File: src/dsr_pkg.sv
// Package for the decoder status register bank: offsets, bit positions,
// reset values, the gain step table and the decoder status carrier.
// Assumes one clock domain shared by the host port and the decoder core.
`default_nettype none
package dsr_pkg;
   // Register offsets on the serial control port
   localparam logic [7:0] OFF_INT_RESET_B = 8'h1c;
   localparam logic [7:0] OFF_FW_MINOR    = 8'h83;
   localparam logic [7:0] OFF_LC_HIGH     = 8'h84;
   localparam logic [7:0] OFF_LC_LOW      = 8'h85;
   localparam logic [7:0] OFF_INT_SRC_B   = 8'h86;
   localparam logic [7:0] OFF_INT_ACT_B   = 8'h87;
   localparam logic [7:0] OFF_STATUS1     = 8'h88;
   localparam logic [7:0] OFF_STATUS2     = 8'h89;
   localparam logic [7:0] OFF_STATUS3     = 8'h8a;

   // Interrupt source register B bit positions
   localparam int BIT_SW_INIT   = 7;
   localparam int BIT_CMD_READY = 5;
   localparam int CHG_W         = 5;

   // Reset values
   localparam logic [7:0]       RST_BYTE  = 8'h00;
   localparam logic [CHG_W-1:0] RST_FLAGS = 5'h00;
   localparam logic [7:0]       FW_MIN    = 8'h01;

   // Gain product: (15 + 3*a) * (4096 + step*d), full scale 15*4096
   localparam int              GAIN_W     = 19;
   localparam logic [5:0]      ANA_BASE   = 6'h0f;
   localparam logic [13:0]     DIG_BASE   = 14'h1000;
   localparam logic [5:0]      GAIN_STEP [16] = '{
      6'd61, 6'd55, 6'd48, 6'd44, 6'd38, 6'd33, 6'd29, 6'd26,
      6'd24, 6'd22, 6'd20, 6'd19, 6'd18, 6'd17, 6'd16, 6'd15};

   // Decoder core status, sampled on the same clock
   typedef struct packed {
      logic       peak_white;
      logic       line_alternating;
      logic       field_rate_50hz;
      logic       color_lock;
      logic       v_lock;
      logic       h_lock;
      logic       broadcast_or_tape_source;
      logic       weak_signal;
      logic       line_alt_switch_odd;
      logic       odd_field;
      logic       gain_frozen;
      logic [3:0] analog_gain;
      logic [5:0] digital_gain;
      logic [9:0] line_count;
   } dsr_video_s;
endpackage
`default_nettype wire

File: src/dsr_gain_calc.sv
// Front-end gain product from the analog and digital gain settings.
// Assumes settings come from logic on the same clock.
`default_nettype none
module dsr_gain_calc (
   // Clock and reset
   input  wire logic                        core_clk,
   input  wire logic                        sys_rst,
   // Gain settings
   input  wire logic [3:0]                  analog_gain,
   input  wire logic [5:0]                  digital_gain,
   // Product, full scale 15*4096
   output logic      [dsr_pkg::GAIN_W-1:0]  gain_product
);
   logic [dsr_pkg::GAIN_W-1:0] next_gain_product;

   function automatic logic [5:0] step_of(input logic [3:0] a);
      step_of = dsr_pkg::GAIN_STEP[a];
   endfunction

   always_comb begin
      logic [5:0]  ana_term;
      logic [13:0] dig_term;
      ana_term = 6'h00;
      dig_term = 14'h0000;
      ana_term = dsr_pkg::ANA_BASE + 6'(3 * analog_gain);
      dig_term = dsr_pkg::DIG_BASE + 14'(step_of(analog_gain) * digital_gain); // RULE17
      next_gain_product = dsr_pkg::GAIN_W'(ana_term * dig_term); // RULE16
   end

   always_ff @(posedge core_clk or posedge sys_rst) begin
      if (sys_rst) begin
         gain_product <= '0;
      end else begin
         gain_product <= next_gain_product;
      end
   end
endmodule
`default_nettype wire

File: src/dsr_status_bank.sv
// Status and interrupt register bank for one decoder channel, read by the
// host over the serial control port. Decoder status arrives on core_clk.
// Notes on behaviour
// [RULE1] Line count is 10 bits: bits 9..8 at 84h, bits 7..0 at 85h.
// [RULE2] Firmware minor version reads 1 to 255 once firmware is present.
// [RULE3] Source B bit 7 shows software initialisation done, 0 before.
// [RULE4] Source B bit 5 shows readiness for a new command, 0 otherwise.
// [RULE5] Source B bits 4..0 set on field rate, alternation, colour, H/V, source change.
// [RULE6] A set source flag stays until host writes 1 to matching bit at 1Ch.
// [RULE7] Interrupt active register reads 1 while interrupt B terminal is asserted.
// [RULE8] Status 1 bits 3,2,1 give colour, vertical, horizontal lock.
// [RULE9] Status 1 bit 4 sets on lost lock, cleared by reading status 1.
// [RULE10] Status 1 bit 6 line alternation, bit 5 field rate 50 Hz.
// [RULE11] Status 1 bit 7 shows peak white detected.
// [RULE12] Status 1 bit 0 reads 0 for broadcast, 1 for tape source.
// [RULE13] Status 2 bit 6 weak signal, bit 5 alternation switch of odd field.
// [RULE14] Status 2 bit 4 odd field, bit 3 gain and offset frozen.
// [RULE15] Status 3 holds analog gain high nibble, digital gain top bits low.
// [RULE16] Gain product is (1+3a/15)*(1+step*d/4096).
// [RULE17] Gain step comes from a 16-entry table indexed by analog gain.
// [RULE18] Host writes to status registers change nothing reported.
`default_nettype none
module dsr_status_bank (
   // Clock and reset
   input  wire logic                        core_clk,
   input  wire logic                        sys_rst,
   // Host register port
   input  wire logic [7:0]                  host_addr,
   input  wire logic                        host_rd,
   input  wire logic                        host_wr,
   input  wire logic [7:0]                  host_wdata,
   output logic      [7:0]                  host_rdata,
   output logic                             host_rvalid,
   // Decoder core status
   input  wire dsr_pkg::dsr_video_s         video,
   input  wire logic [7:0]                  fw_minor_version,
   input  wire logic                        fw_present,
   input  wire logic                        sw_init_done,
   input  wire logic                        cmd_ready,
   // Interrupt terminal and gain
   output logic                             int_b,
   output logic      [dsr_pkg::GAIN_W-1:0]  gain_product
);
   logic [dsr_pkg::CHG_W-1:0] watch;
   logic [dsr_pkg::CHG_W-1:0] prev;
   logic [dsr_pkg::CHG_W-1:0] next_prev;
   logic [dsr_pkg::CHG_W-1:0] diff;
   logic [dsr_pkg::CHG_W-1:0] chg_flags;
   logic [dsr_pkg::CHG_W-1:0] next_chg_flags;
   logic [dsr_pkg::CHG_W-1:0] wr_clear;
   logic                      prev_valid;
   logic                      next_prev_valid;
   logic                      lost_lock;
   logic                      next_lost_lock;
   logic                      lock_fall;
   logic                      rd_status1;
   logic                      next_int_b;
   logic [7:0]                next_rdata;
   logic [7:0]                fw_shown;
   logic [1:0]                lc_hi;
   logic [7:0]                lc_lo;

   // Watched conditions in source register bit order 4..0
   assign watch = {video.field_rate_50hz, video.line_alternating, video.color_lock,
                   video.h_lock & video.v_lock, video.broadcast_or_tape_source};
   assign diff       = prev_valid ? (watch ^ prev) : dsr_pkg::RST_FLAGS;
   assign wr_clear   = (host_wr && host_addr == dsr_pkg::OFF_INT_RESET_B)
                       ? host_wdata[dsr_pkg::CHG_W-1:0] : dsr_pkg::RST_FLAGS; // RULE18
   assign rd_status1 = host_rd && host_addr == dsr_pkg::OFF_STATUS1;
   assign lock_fall  = prev_valid && prev[1] && !watch[1];
   assign lc_hi      = video.line_count[9:8];
   assign lc_lo      = video.line_count[7:0];

   // A version of zero would read as "no firmware", so it is lifted to one
   assign fw_shown = !fw_present ? dsr_pkg::RST_BYTE
                   : (fw_minor_version == dsr_pkg::RST_BYTE) ? dsr_pkg::FW_MIN
                   : fw_minor_version; // RULE2

   // Change tracking and sticky flags
   always_comb begin
      next_prev       = watch;
      next_prev_valid = 1'b1;
      // A change in the clearing cycle wins over the clear
      next_chg_flags  = (chg_flags & ~wr_clear) | diff; // RULE5 RULE6
      // Lost lock also wins over the clearing read
      next_lost_lock  = (lost_lock && !rd_status1) || lock_fall; // RULE9
      next_int_b      = |next_chg_flags; // RULE7
   end

   always_ff @(posedge core_clk or posedge sys_rst) begin
      if (sys_rst) begin
         prev       <= dsr_pkg::RST_FLAGS;
         prev_valid <= 1'b0;
         chg_flags  <= dsr_pkg::RST_FLAGS;
         lost_lock  <= 1'b0;
         int_b      <= 1'b0;
      end else begin
         prev       <= next_prev;
         prev_valid <= next_prev_valid;
         chg_flags  <= next_chg_flags;
         lost_lock  <= next_lost_lock;
         int_b      <= next_int_b;
      end
   end

   // Read data mux; writes never reach these registers
   always_comb begin
      next_rdata = dsr_pkg::RST_BYTE;
      if (host_rd) begin
         case (host_addr)
            dsr_pkg::OFF_FW_MINOR: begin
               next_rdata = fw_shown; // RULE2
            end
            dsr_pkg::OFF_LC_HIGH: begin
               next_rdata = {6'h00, lc_hi}; // RULE1
            end
            dsr_pkg::OFF_LC_LOW: begin
               next_rdata = lc_lo; // RULE1
            end
            dsr_pkg::OFF_INT_SRC_B: begin
               next_rdata[dsr_pkg::BIT_SW_INIT]   = sw_init_done; // RULE3
               next_rdata[dsr_pkg::BIT_CMD_READY] = cmd_ready; // RULE4
               next_rdata[dsr_pkg::CHG_W-1:0]     = chg_flags; // RULE5
            end
            dsr_pkg::OFF_INT_ACT_B: begin
               next_rdata = {7'h00, int_b}; // RULE7
            end
            dsr_pkg::OFF_STATUS1: begin
               next_rdata = {video.peak_white, // RULE11
                             video.line_alternating, // RULE10
                             video.field_rate_50hz,
                             lost_lock, // RULE9
                             video.color_lock, // RULE8
                             video.v_lock,
                             video.h_lock,
                             video.broadcast_or_tape_source}; // RULE12
            end
            dsr_pkg::OFF_STATUS2: begin
               next_rdata = {1'b0, video.weak_signal, // RULE13
                             video.line_alt_switch_odd,
                             video.odd_field, // RULE14
                             video.gain_frozen, 3'h0};
            end
            dsr_pkg::OFF_STATUS3: begin
               next_rdata = {video.analog_gain, video.digital_gain[5:2]}; // RULE15
            end
            default: begin
               next_rdata = dsr_pkg::RST_BYTE;
            end
         endcase
      end
   end

   always_ff @(posedge core_clk or posedge sys_rst) begin
      if (sys_rst) begin
         host_rdata  <= dsr_pkg::RST_BYTE;
         host_rvalid <= 1'b0;
      end else begin
         host_rdata  <= next_rdata;
         host_rvalid <= host_rd;
      end
   end

   dsr_gain_calc u_gain (
      .core_clk     (core_clk),
      .sys_rst      (sys_rst),
      .analog_gain  (video.analog_gain),
      .digital_gain (video.digital_gain),
      .gain_product (gain_product)
   );

   // Helper views for the checks below
   logic [dsr_pkg::CHG_W-1:0] keep;
   logic [3:0]                lock_view;
   logic [3:0]                st2_view;
   logic [7:0]                st3_view;
   logic [dsr_pkg::CHG_W-1:0] cleared;
   logic [1:0]                rate_view;
   logic                      peak_view;
   assign keep      = chg_flags & ~wr_clear;
   assign lock_view = {lost_lock, video.color_lock, video.v_lock, video.h_lock};
   assign st2_view  = {video.weak_signal, video.line_alt_switch_odd,
                       video.odd_field, video.gain_frozen};
   assign st3_view  = {video.analog_gain, video.digital_gain[5:2]};
   assign cleared   = wr_clear & ~diff;
   assign rate_view = {video.line_alternating, video.field_rate_50hz};
   assign peak_view = video.peak_white;
endmodule
`default_nettype wire

File: config.mk
export PLATFORM = sky130hd
export DESIGN_NAME = dsr_status_bank
export DESIGN_NICKNAME = d
export VERILOG_FILES = /design/src/dsr_pkg.sv /design/src/dsr_gain_calc.sv /design/src/dsr_status_bank.sv
export SDC_FILE = /design/constraint.sdc
export NUM_CORES = 1
export LEC_CHECK = 0
export ABC_AREA = 0
export BUFFER_PORTS_ARGS = -buffer_cell sky130_fd_sc_hd__clkbuf_2
export CORE_UTILIZATION = 38
export CTS_CLUSTER_SIZE = 30
export DETAILED_ROUTE_END_ITERATION = 12
export PLACE_DENSITY = 0.69
export SLEW_MARGIN = 20
export SYNTH_ARGS = -nofsm -noshare
export SYNTH_HDL_FRONTEND = slang
export SYNTH_SLANG_ARGS = --single-unit
export TNS_END_PERCENT = 10
File: constraint.sdc
create_clock -name core_clk -period 1.3 [get_ports core_clk]
set_clock_uncertainty 0.2 [all_clocks]
set_input_delay 0.195 -clock core_clk [delete_from_list [all_inputs] [get_ports core_clk]]
set_output_delay 0.195 -clock core_clk [all_outputs]
set_load 0.02 [all_outputs]
Word level (Yosys, flattened, before mapping):

Memories as Yosys holds them, arrays and structs flattened.
Index checks and enable logic that the tools add are counted.
Widths: inputs -> output; s select.

* flip-flop bits (word level): 41
* bits in latches: 0
* bits in writable memories: 0
* memory bits (read-only): 96
* input bits: 62
* output and inout bits: 29
* word-level logic and storage cells: 50
* memories: 1

Memories
* (no name shown): words 16, bits a word 6, rd ports 1, clocked after Yosys merged registers in 0, write ports 0, RTL line dsr_gain_calc.sv:17 `step_of = dsr_pkg::GAIN_STEP[a];`

* add/subtract/negate cells: 2
* multiply operators: 3
* div/mod/pow operators: 0
* magnitude comparators: 1
* equality and inequality tests: 9
* shift operators: 0
* muxes and demuxes: 10
* bitwise operators: 6
* reductions and logical operators: 10

Operators by type and width (number)
* $eq 8x8->1 const B: 8
* $pmux 6 s8: 1
* $mux 8: 3
* $mul 6x14->19: 1
* $add 13x12->14 const A: 1
* $mul 6x6->12: 1
* $mux 6: 2
* $mux 5: 2
* $pmux 1 s5: 2
* $eq 8x5->1 const B: 1
* $logic_not 8->1: 1
* $add 4x6->6 const A: 1
* $mul 2x4->6 const A: 1
* $and 5x5->5: 1
* $ge 5x5->1 const B: 1
* $logic_and 1x1->1: 5
* $not 4->5: 1
* $not 5->5: 1
* $or 5x5->5: 1
* $reduce_or 5->1: 1
* $xor 5x5->5: 1
* $logic_not 1->1: 2
* $and 1x1->1: 1
* $logic_or 1x1->1: 1

Logic depth before layout (Yosys ltp):

Gate-level depths: netlist of run 1.

* depth after elaboration: 7
* gate-level depth with buffers: 34
* mapped depth without buffers: 32

By module:

From an unflattened synthesis of run 1, not the netlist that was laid out.

* cell total of the unflattened synthesis: 613
* area total of the unflattened synthesis: 5743.0 sq um

By module, submodules not included
* dsr_gain_calc: times used 1, cells an instance 495, area an instance 4468.0 sq um, sequential area each 475.5 sq um
* dsr_status_bank: times used 1, cells an instance 118, area an instance 1275.0 sq um, sequential area each 550.5 sq um

Worst setup path before layout of run 1:

Ideal clock, no wire load.

* path kind: input -> register
* start: input port video[16] (netlist name)
* end: register u_gain.gain_product[17] (netlist name)
* library setup time: 0.087 ns
* arrival: 7.815 ns
* required time: 1.013 ns
* path slack: -6.802 ns
* stages on the path: 29
* cell sequence: buf_2 -> inv_1 -> ha_1 -> nor2_1 -> mux2_2 -> o21ai_0 -> and2_1 -> fa_1 -> fa_1 -> fa_1 -> ha_1 -> ha_1 -> nor2b_4 -> o21ai_2 -> a21boi_1 -> o21a_1 -> o41ai_4 -> mux2_4 -> fa_1 -> fa_1 -> inv_1 -> fa_1 -> inv_1 -> ha_1 -> a21oi_1 -> o21ai_0 -> o41ai_4 -> or4b_1 -> o211ai_1

* word-level cells in the longest chain between the ends: 7
* elaborated cells between the ends (all ways): 9
* those cells by class: 2 x add/sub; 3 x mul; 2 x mux; 1 x bitwise; 1 x memory

Ends and longest elaborated chain
* start: declaration: RTL line dsr_status_bank.sv:35 `input wire dsr_pkg::dsr_video_s video,`
* $not 4->5 (implied by the code): RTL line dsr_gain_calc.sv:17
* $mem_v2 16x6
* $mux 6 (implied by the code) (2 in series): RTL line dsr_gain_calc.sv:17
* $mul 6x6->12: RTL line dsr_gain_calc.sv:26 `dig_term = dsr_pkg::DIG_BASE + 14'(step_of(analog_gain) * digital_gain);`
* $add 13x12->14: RTL line dsr_gain_calc.sv:26
* $mul 6x14->19 *: RTL line dsr_gain_calc.sv:27 `next_gain_product = dsr_pkg::GAIN_W'(ana_term * dig_term);`
* net u_gain.next_gain_product, one bit: RTL line dsr_gain_calc.sv:14 `logic [dsr_pkg::GAIN_W-1:0] next_gain_product;`
* end signal: assignment: RTL line dsr_gain_calc.sv:34 `gain_product <= next_gain_product;`
* end: declaration: RTL line dsr_gain_calc.sv:12 `output logic [dsr_pkg::GAIN_W-1:0] gain_product`

The timed path passes the listed nets; every way through them passes the cells marked *. The select of a mux whose other input is x is not followed.

Worst setup path after layout of run 1:

* start: input port video[17] (netlist name)
* end: register u_gain.gain_product[17] (netlist name)

Same word-level chain as after synthesis.

==> results of run 1 <==
routing by layer:
| metal | track usage (%) | vias to the layer above |
|---|---|---|
| met4 | 7.80 | 0 |
| met1 | 24.8 | 2554 |
| met3 | 2.72 | 42 |
| met2 | 36.6 | 186 |
| met5 | 0 | - |
| li1 | - | 2558 |
sequential cells by signal (all words and copies together), names as in the netlist:
register             cells
u_gain.gain_product     19
host_rvalid              1
lost_lock                1
int_b                    1
chg_flags                5
prev_valid               1
prev                     5
host_rdata               8
area by class of cell:
cell class,count,share of cell area (%)
clock buffers,5,1.47
clock inverters,3,0.808
inverters,87,3.98
multi-input cells,493,59.6
flip-flops and latches,41,12.0
well taps,184,2.70
repair buffers,234,19.3
kinds of logic after synthesis:
logic type,after synthesis
buf+inv,96
simple gates,209
other cells,1
fa+ha+maj,136
compound gates,103
mux,11
flops,41
xor+xnor,33
worst max-delay path, delay by kind of cell:
family | cells | cell delay, ns
compound gates | 9 | 1.53
fa+ha+maj | 10 | 3.75
buf+inv | 5 | 0.50
mux | 2 | 0.62
simple gates | 3 | 0.78
repair_timing:
action,CTS,global route
hold buffers,7,0
gates resized for setup,69,39
setup endpoints to repair,32,32
endpoints found under the hold margin,47,0
pin swaps,52,26
setup buffers,10,2
through the flow:
stage / utilization [%] / hold WS [ns] / setup TNS, ns
2_1_floorplan: - / 0.0264 / -90.57
3_3_place_gp: 51.5 / 0.0243 / -99.94
3_5_place_dp: 51.5 / 0.0307 / -101.61
4_1_cts: 56.4 / 0.00952 / -87.30
5_1_grt: 57.7 / 0.0365 / -91.98
6_report: 57.7 / 0.0202 / -87.57
cells in the final DEF (no fill, tap or decap), drive strengths merged, types with 6 or more instances in the layout:
cell type,instances
a21oi,19
nor2b,8
nor2,63
a22o,12
inv,87
and2,31
nand3,6
xor2,13
o21ai,16
a31oi,7
mux2i,7
a22oi,12
nand2,57
clkbuf,91
xnor2,19
ha,70
dfrtp,41
a21o,12
fa,66
nor3,13
dlygate4sd3,7
nand2b,13
buf,141
worst min path at each step:
stage	startpoint	endpoint	slack [ns]	depth (start not counted)
floorplan	host_rd	host_rvalid$_DFF_PP0_	0.03	0
global placement	sys_rst	u_gain.gain_product[0]$_DFF_PP0_	0.02	3
detailed placement	sys_rst	prev[2]$_DFF_PP0_	0.03	3
CTS	video[26]	prev[1]$_DFF_PP0_	0.01	3
global route	video[25]	prev[1]$_DFF_PP0_	0.04	3
finish	video[25]	prev[1]$_DFF_PP0_	0.02	3
==> impl_metrics.toml, run 1 <==
[clocking]
worstSkewPairLatency_ns = 0.29
clock-sinks = 41
cts_tree = "built"
cts-htree-levels = 2
clockBufferDepth = 2
number_of_buffers_created_by_cts = 5
clkTransAtPathRegs_ns = 0.06
ctsRootBufferMaster = "sky130_fd_sc_hd__clkbuf_16"

[setup_path]
crit-reg2reg-capture = "host_rdata[0]$_DFF_PP0_"
critPathCapture = "u_gain.gain_product[17]$_DFF_PP0_"
cp_data_required_time_ns = 1.30
worst_path_most_repeated_cell = "sky130_fd_sc_hd__fa_1"
critPathLaunchType = "input pin"
launch_instance_of_the_worst_register_to_register_path = "int_b$_DFF_PP0_"
rrSetupSlack_ns = -0.26
critical_path.slowest_cell = "sky130_fd_sc_hd__fa_1"
rr_worst_depth = 5
slowest_delay_ns = 0.53
critPathLaunch = "video[17]"
worst-setup-path-type = "in -> reg"
cp_capture_type = "flop"
crit_fanout = 5
worst_ep_arrival_ns = 7.36

[cells_and_area]
insertedDiodeCount = 0
fillerInstances = 1237
finalInstanceArea_mm2 = 0.00851
fraction_of_layout_cells_with_a_size_suffix_above_1_pct = 40.4
instances_no_fill = 1047
multiInputGateArea_mm2 = 0.00508
area_delta_synth_final_pct = 46.2
regArea_mm2 = 0.00103
design.final.nets = 1060

[timing]
timing.fmax_mhz = 136
finalCriticalPeriod_ns = 7.36
rsz_0062_raised_after_global_routing = "yes"
finalHoldViolCount = 0
layout_worst_path_cycle_share_pct = 566
setup_viol_count_final = 29
fin_ws_ns = -6.06
final-max-slew-violation-count = 0

[yosys]
synth_async_reset_ratio_pct = 100
synth_compound_gate_area_share_pct = 13.1
synth.most_common_cell = "sky130_fd_sc_hd__inv_1"
seq_area_frac_synth_pct = 17.6
yosys.area.top_type_share_pct = 22.7
synthFlopType = "sky130_fd_sc_hd__dfrtp_1"
yosys-top-cells-count = "sky130_fd_sc_hd__inv_1, sky130_fd_sc_hd__ha_1, sky130_fd_sc_hd__fa_1, sky130_fd_sc_hd__nor2_1, sky130_fd_sc_hd__nand2_1"
cell_count_after_synthesis = 630
area_contributors_post_synth = "sky130_fd_sc_hd__fa_1, sky130_fd_sc_hd__dfrtp_1, sky130_fd_sc_hd__ha_1, sky130_fd_sc_hd__inv_1, sky130_fd_sc_hd__nor2_1"
count_of_flip_flops_with_a_built_in_enable_after_synthesis = 0
synth_area_mm2 = 0.00582
yosys_cell_types = 60
simple_gate_share_of_the_synthesized_area_pct = 17.8
synth-xor-area-share_pct = 5.20
synth_top_cell_by_area = "sky130_fd_sc_hd__fa_1"
yosys-mux-area-fraction_pct = 2.23
ys_warn_count = 0
synth_top_family_by_area = "adder cells"
adder_cell_share_of_the_synthesized_area_pct = 37.7
synth-seq-cells = 41
syn_area_per_cell_um2 = 9.24
syn_nets = 828

[global_route]
globalRouteTotalUtil_pct = 20.4
grt_antenna_before_repair = 0
first_pass_grt_wire_length_um = 26100
grt_remaining_overflow = 0
number_of_global_route_vias_before_repair = 5607
grt_max_degree = 42

[route]
drt-wirelength-per-cell_um = 15.1
finalWirelength_um = 15800
avgViaCountPerCell = 5.10
met2RoutedLength_um = 7890
drt.antenna.violating_nets = 0
detail_route.drc_violations = 0
num_vias = 5340
met3_wirelength_um = 706
wirelength_met1_um = 6670
dr.max_layer_used = "met4"
dr.first_iter.drc_count = 252
drtPass1Iterations = 4

[floorplanning]
core_area_mm2 = 0.0148
top_level_i_o_count = 91
num_rows = 44
die_area_mm2 = 0.0158
die_width_um = 126
floorplan.initialDensity_pct = 39.5
dieHeight_um = 126

[run_status]
outcome = "finished, violations left"
failed_checks = "negative setup slack"

[worst_hold_path]
hold_path_class = "in -> reg"

[placed_design]
place_area_mm2 = 0.00759
routabilityCongestion = 0.920
detailedPlace.worstSlack_ns = -6.55
port_buffers = 87
place.detailed.hpwl_um = 12300
post-place-cells = 1020

[flow_run]
max_cap_viol_count = 0
Power of run 1 is left out: the tool's default activity adds up to more than one toggle a clock period on the data nets, which glitch-free logic cannot reach.
==> run 2: changes to the inputs <==
- GPL_TIMING_DRIVEN: not set -> 0
==> run 2 against run 1 <==
  * The flow still finishes with violations (negative setup slack)
  * Flip-flop and latch count unchanged
  * Setup slack worse by 0.23 ns
  * Clock-buffer cell count unchanged
  * Via count down 6.8%
  * Final area down 9.1%
  * Register-to-register slack worse by 0.03 ns
  * Worst hold slack worse by 0.0082 ns
  * Sequential share of layout area up 1.2 points
  * Largest cell class unchanged
  * Highest routed layer unchanged
==> impl_metrics.toml, run 2 (synthesized netlist as in run 1, its figures left out) <==
[clocking]
cts_tree = "built"
clkTransAtPathRegs_ns = 0.06
clock-sinks = 41
worstSkewPairLatency_ns = 0.29
cts-htree-levels = 2
number_of_buffers_created_by_cts = 5
ctsRootBufferMaster = "sky130_fd_sc_hd__clkbuf_16"
clockBufferDepth = 2

[placed_design]
place.detailed.hpwl_um = 11200
routabilityCongestion = 0.852
port_buffers = 86
post-place-cells = 901

[global_route]
grt_antenna_before_repair = 0
first_pass_grt_wire_length_um = 24900
number_of_global_route_vias_before_repair = 5197
grt_max_degree = 23
globalRouteTotalUtil_pct = 19.5
grt_remaining_overflow = 0

[setup_path]
crit_fanout = 6
rr_worst_depth = 5
cp_capture_type = "flop"
worst-setup-path-type = "in -> reg"
cp_data_required_time_ns = 1.30
critical_path.slowest_cell = "sky130_fd_sc_hd__fa_1"
slowest_delay_ns = 0.56
critPathLaunchType = "input pin"
worst_ep_arrival_ns = 7.60

[cells_and_area]
design.final.nets = 962
layout_top_registers = "u_gain.gain_product: 19 flops, host_rdata: 8 flops"
area_delta_synth_final_pct = 32.9
fillerInstances = 1312
final_common_cell = "sky130_fd_sc_hd__clkbuf_2"
most_frequent_cells_in_the_layout = "sky130_fd_sc_hd__clkbuf_2, sky130_fd_sc_hd__inv_1, sky130_fd_sc_hd__fa_1"
insertedDiodeCount = 0
instances_no_fill = 949
max_flop_register = "u_gain.gain_product"
fraction_of_layout_cells_with_a_size_suffix_above_1_pct = 31.0
largest_register_ffs = 19

[timing]
timing.fmax_mhz = 132
fin_ws_ns = -6.29
maxSlewHeadroom_pct = 37.6
final-max-slew-violation-count = 0
finalHoldViolCount = 0
finalCriticalPeriod_ns = 7.59
setup_viol_count_final = 29
layout_worst_path_cycle_share_pct = 584
worst-slew-pin-transition_ns = 0.930
rsz_0062_raised_after_global_routing = "yes"
setup_tns_ns = -90.55
timing.hold.ws_ns = 0.0120

[route]
detail_route.drc_violations = 0
drt-wirelength-per-cell_um = 15.8
num_vias = 4978
finalWirelength_um = 15000
dr.first_iter.drc_count = 176
avgViaCountPerCell = 5.25
drt.antenna.violating_nets = 0
drtPass1Iterations = 6

[floorplanning]
die_width_um = 126
floorplan.initialDensity_pct = 39.5
dieHeight_um = 126
core_area_mm2 = 0.0148
num_rows = 44
top_level_i_o_count = 91
die_area_mm2 = 0.0158

[run_status]
failed_checks = "negative setup slack"
outcome = "finished, violations left"

[worst_hold_path]
min_path_cells = 3
hold_path_class = "in -> reg"

[flow_run]
max_cap_viol_count = 0
## run 2: final cells by class
class / count / area, µm² / area share [%]
multi-input combinational: 493 / 5050 / 65.3
timing repair buffer: 127 / 836 / 10.8
clock buffer: 5 / 125 / 1.62
clock inverter: 3 / 46.3 / 0.598
inverter: 87 / 345 / 4.46
sequential: 41 / 1030 / 13.3
tap: 184 / 230 / 2.97
buffer: 9 / 76.3 / 0.986
## run 2: critical path: cells and delay by family
family                   cells  cell delay, ns
AO/OA/AOI/OAI                7            1.25
multiplexers                 2            0.80
adder cells (fa/ha/maj)     11            3.76
buffers and inverters        8            0.83
AND/OR/NAND/NOR              4            0.75
## run 2: per-stage QoR
step | cell area (µm²) | setup slack, ns | utilization, %
floorplan | 6020 | -6.21 | -
global placement | 6680 | -7.04 | 45.3
detailed placement | 6710 | -7.13 | 45.5
CTS | 7430 | -6.27 | 50.3
global route | 7740 | -6.55 | 52.5
finish | 7740 | -6.29 | 52.5
## run 2: final timing paths
kind | startpoint | to | slack, ns
min in group asynchronous | sys_rst | u_gain.gain_product[2]$_DFF_PP0_ | 0.26
setup / recovery | video[16] | u_gain.gain_product[17]$_DFF_PP0_ | -6.29
hold / removal | video[25] | prev[1]$_DFF_PP0_ | 0.01
max in group asynchronous | sys_rst | host_rdata[2]$_DFF_PP0_ | 0.17
hold reg to reg | lost_lock$_DFF_PP0_ | lost_lock$_DFF_PP0_ | 0.33
setup reg to reg | int_b$_DFF_PP0_ | host_rdata[0]$_DFF_PP0_ | -0.29
## run 2: what timing repair did
action | 4_1_cts | 5_1_grt
hold buffers | 7 | 0
resized for setup | 62 | 47
pin swaps | 40 | 24
buffers inserted | 19 | 14
endpoints found under the setup margin | 34 | 33
endpoints found under the hold margin | 25 | 0
## run 2: per-layer routing
layer	track usage (%)	up-vias	routed length, µm
met1	24.2	2428	6380
met2	35.3	168	7580
met3	2.93	27	692
met4	5.39	0	306
li1	-	2355	-
met5	0	-	0
Power of run 2 is left out for the same reason.
==> run 3: changes to the inputs <==
- PLACE_DENSITY: 0.69 -> not set
==> run 3 against run 2 <==
  * The run still ends with negative setup slack left
  * First-iteration DRC count is 2.8% lower
  * Cell count is 0.74% lower
  * Flip-flop and latch count stayed put
  * Critical path depth is 1 lower
  * Clock-buffer cell count stayed put
  * Global-route usage is 0.28 points lower
  * Core utilization is 0.34 points lower
  * Register-to-register slack worse by 0.08 ns
  * Die area stayed put
  * Sequential share of layout area is 0.086 points higher
==> impl_metrics.toml, run 3 (synthesized netlist as in run 1, its figures left out) <==
[timing]
maxSlewHeadroom_pct = 39.7
setup_viol_count_final = 29
timing.fmax_mhz = 133
finalCriticalPeriod_ns = 7.52
worst-slew-pin-transition_ns = 0.899
rsz_0062_raised_after_global_routing = "yes"
setup_tns_ns = -90.60
fin_ws_ns = -6.22
final-max-slew-violation-count = 0
finalHoldViolCount = 0
layout_worst_path_cycle_share_pct = 579

[floorplanning]
die_area_mm2 = 0.0158
floorplan.initialDensity_pct = 39.5
dieHeight_um = 126
num_rows = 44
die_width_um = 126
core_area_mm2 = 0.0148
top_level_i_o_count = 91

[setup_path]
worst_path_most_repeated_cell = "sky130_fd_sc_hd__fa_1"
slowest_delay_ns = 0.53
critical_path.n_buffers_inverters = 8
crit_fanout = 6
cp_data_required_time_ns = 1.31
critical_path.top_delay_family = "adder cells"
critical_path.slowest_cell = "sky130_fd_sc_hd__fa_1"
critPathLaunchType = "input pin"
worst_ep_arrival_ns = 7.53
cp_capture_type = "flop"
worst-setup-path-type = "in -> reg"

[worst_hold_path]
hold_path_class = "in -> reg"

[cells_and_area]
finalInstanceArea_mm2 = 0.00769
design.final.nets = 955
layout_top_registers = "u_gain.gain_product: 19 flops, host_rdata: 8 flops"
most_frequent_cells_in_the_layout = "sky130_fd_sc_hd__clkbuf_2, sky130_fd_sc_hd__inv_1, sky130_fd_sc_hd__fa_1"
area_delta_synth_final_pct = 32.1
insertedDiodeCount = 0
max_flop_register = "u_gain.gain_product"
fraction_of_layout_cells_with_a_size_suffix_above_1_pct = 31.1
largest_register_ffs = 19
final_common_cell = "sky130_fd_sc_hd__clkbuf_2"

[route]
detail_route.drc_violations = 0
drt-wirelength-per-cell_um = 15.5
num_vias = 4964
finalWirelength_um = 14600
avgViaCountPerCell = 5.27
drtPass1Iterations = 4
dr.first_iter.drc_count = 171
drt.antenna.violating_nets = 0

[global_route]
grt_max_degree = 23
grt_antenna_before_repair = 0
first_pass_grt_wire_length_um = 24700
grt_remaining_overflow = 0
globalRouteTotalUtil_pct = 19.3
number_of_global_route_vias_before_repair = 5278

[flow_run]
max_cap_viol_count = 0

[clocking]
clockBufferDepth = 2
ctsRootBufferMaster = "sky130_fd_sc_hd__clkbuf_16"
number_of_buffers_created_by_cts = 5
worstSkewPairLatency_ns = 0.29
clock-sinks = 41
clkTransAtPathRegs_ns = 0.06
cts_tree = "built"
cts-htree-levels = 2

[placed_design]
place.detailed.hpwl_um = 11400
port_buffers = 86
place_area_mm2 = 0.00671
routabilityCongestion = 0.878

[run_status]
outcome = "finished, violations left"
failed_checks = "negative setup slack"
## run 3: layout make-up
cell class | count | area [µm²]
Sequential cell | 41 | 1030
Inverter | 87 | 345
Clock inverter | 3 | 46.3
Clock buffer | 5 | 125
Fill cell | 1349 | 7060
Timing Repair Buffer | 121 | 774
Tap cell | 184 | 230
Multi-Input combinational cell | 493 | 5070
Buffer | 8 | 71.3
## run 3: path summary, 6_finish.rpt
check | start | to | slack [ns] | depth (start not counted)
min in group asynchronous | sys_rst | prev[4]$_DFF_PP0_ | 0.25 | 3
setup / recovery | video[16] | u_gain.gain_product[17]$_DFF_PP0_ | -6.22 | 31
hold / removal | host_wdata[3] | chg_flags[3]$_DFF_PP0_ | 0.01 | 3
hold reg to reg | lost_lock$_DFF_PP0_ | lost_lock$_DFF_PP0_ | 0.30 | 1
max in group asynchronous | sys_rst | u_gain.gain_product[17]$_DFF_PP0_ | 0.18 | 4
setup reg to reg | chg_flags[0]$_DFF_PP0_ | host_rdata[0]$_DFF_PP0_ | -0.37 | 5
## run 3: per-stage QoR
stage,hold WS (ns),setup WS [ns],std cells,utilization [%]
floorplan,0.0264,-6.21,630,-
global placement,0.161,-7.12,900,45.3
detailed placement,0.0192,-7.19,901,45.5
CTS,0.00810,-6.18,937,50.8
global route,0.0328,-6.46,942,52.1
finish,0.0131,-6.22,942,52.1
## run 3: layer usage
metal / GRT usage, % / vias up / part of all wire, %
met4: 7.37 / 0 / 3.2
met5: 0 / - / 0
met3: 2.97 / 35 / 5.0
met1: 23.9 / 2409 / 43
li1: - / 2355 / -
met2: 33.7 / 165 / 49
## run 3: what timing repair did
item                       in CTS  in global routing
cloned                          0                  0
setup endpoints to repair      34                 34
resized for setup              74                 39
hold endpoints to repair       25                  0
hold buffers                    7                  0
setup buffers                  22                  5
pin swaps                      52                 23
## run 3: worst register-to-register path: stages (launching register included)
cell,delay (ns)
sky130_fd_sc_hd__dfrtp_1,0.38
sky130_fd_sc_hd__mux2_2,0.26
sky130_fd_sc_hd__a22oi_1,0.18
sky130_fd_sc_hd__o22ai_1,0.14
sky130_fd_sc_hd__a222oi_1,0.30
sky130_fd_sc_hd__nor2_1,0.09
Power of run 3 is left out for the same reason.
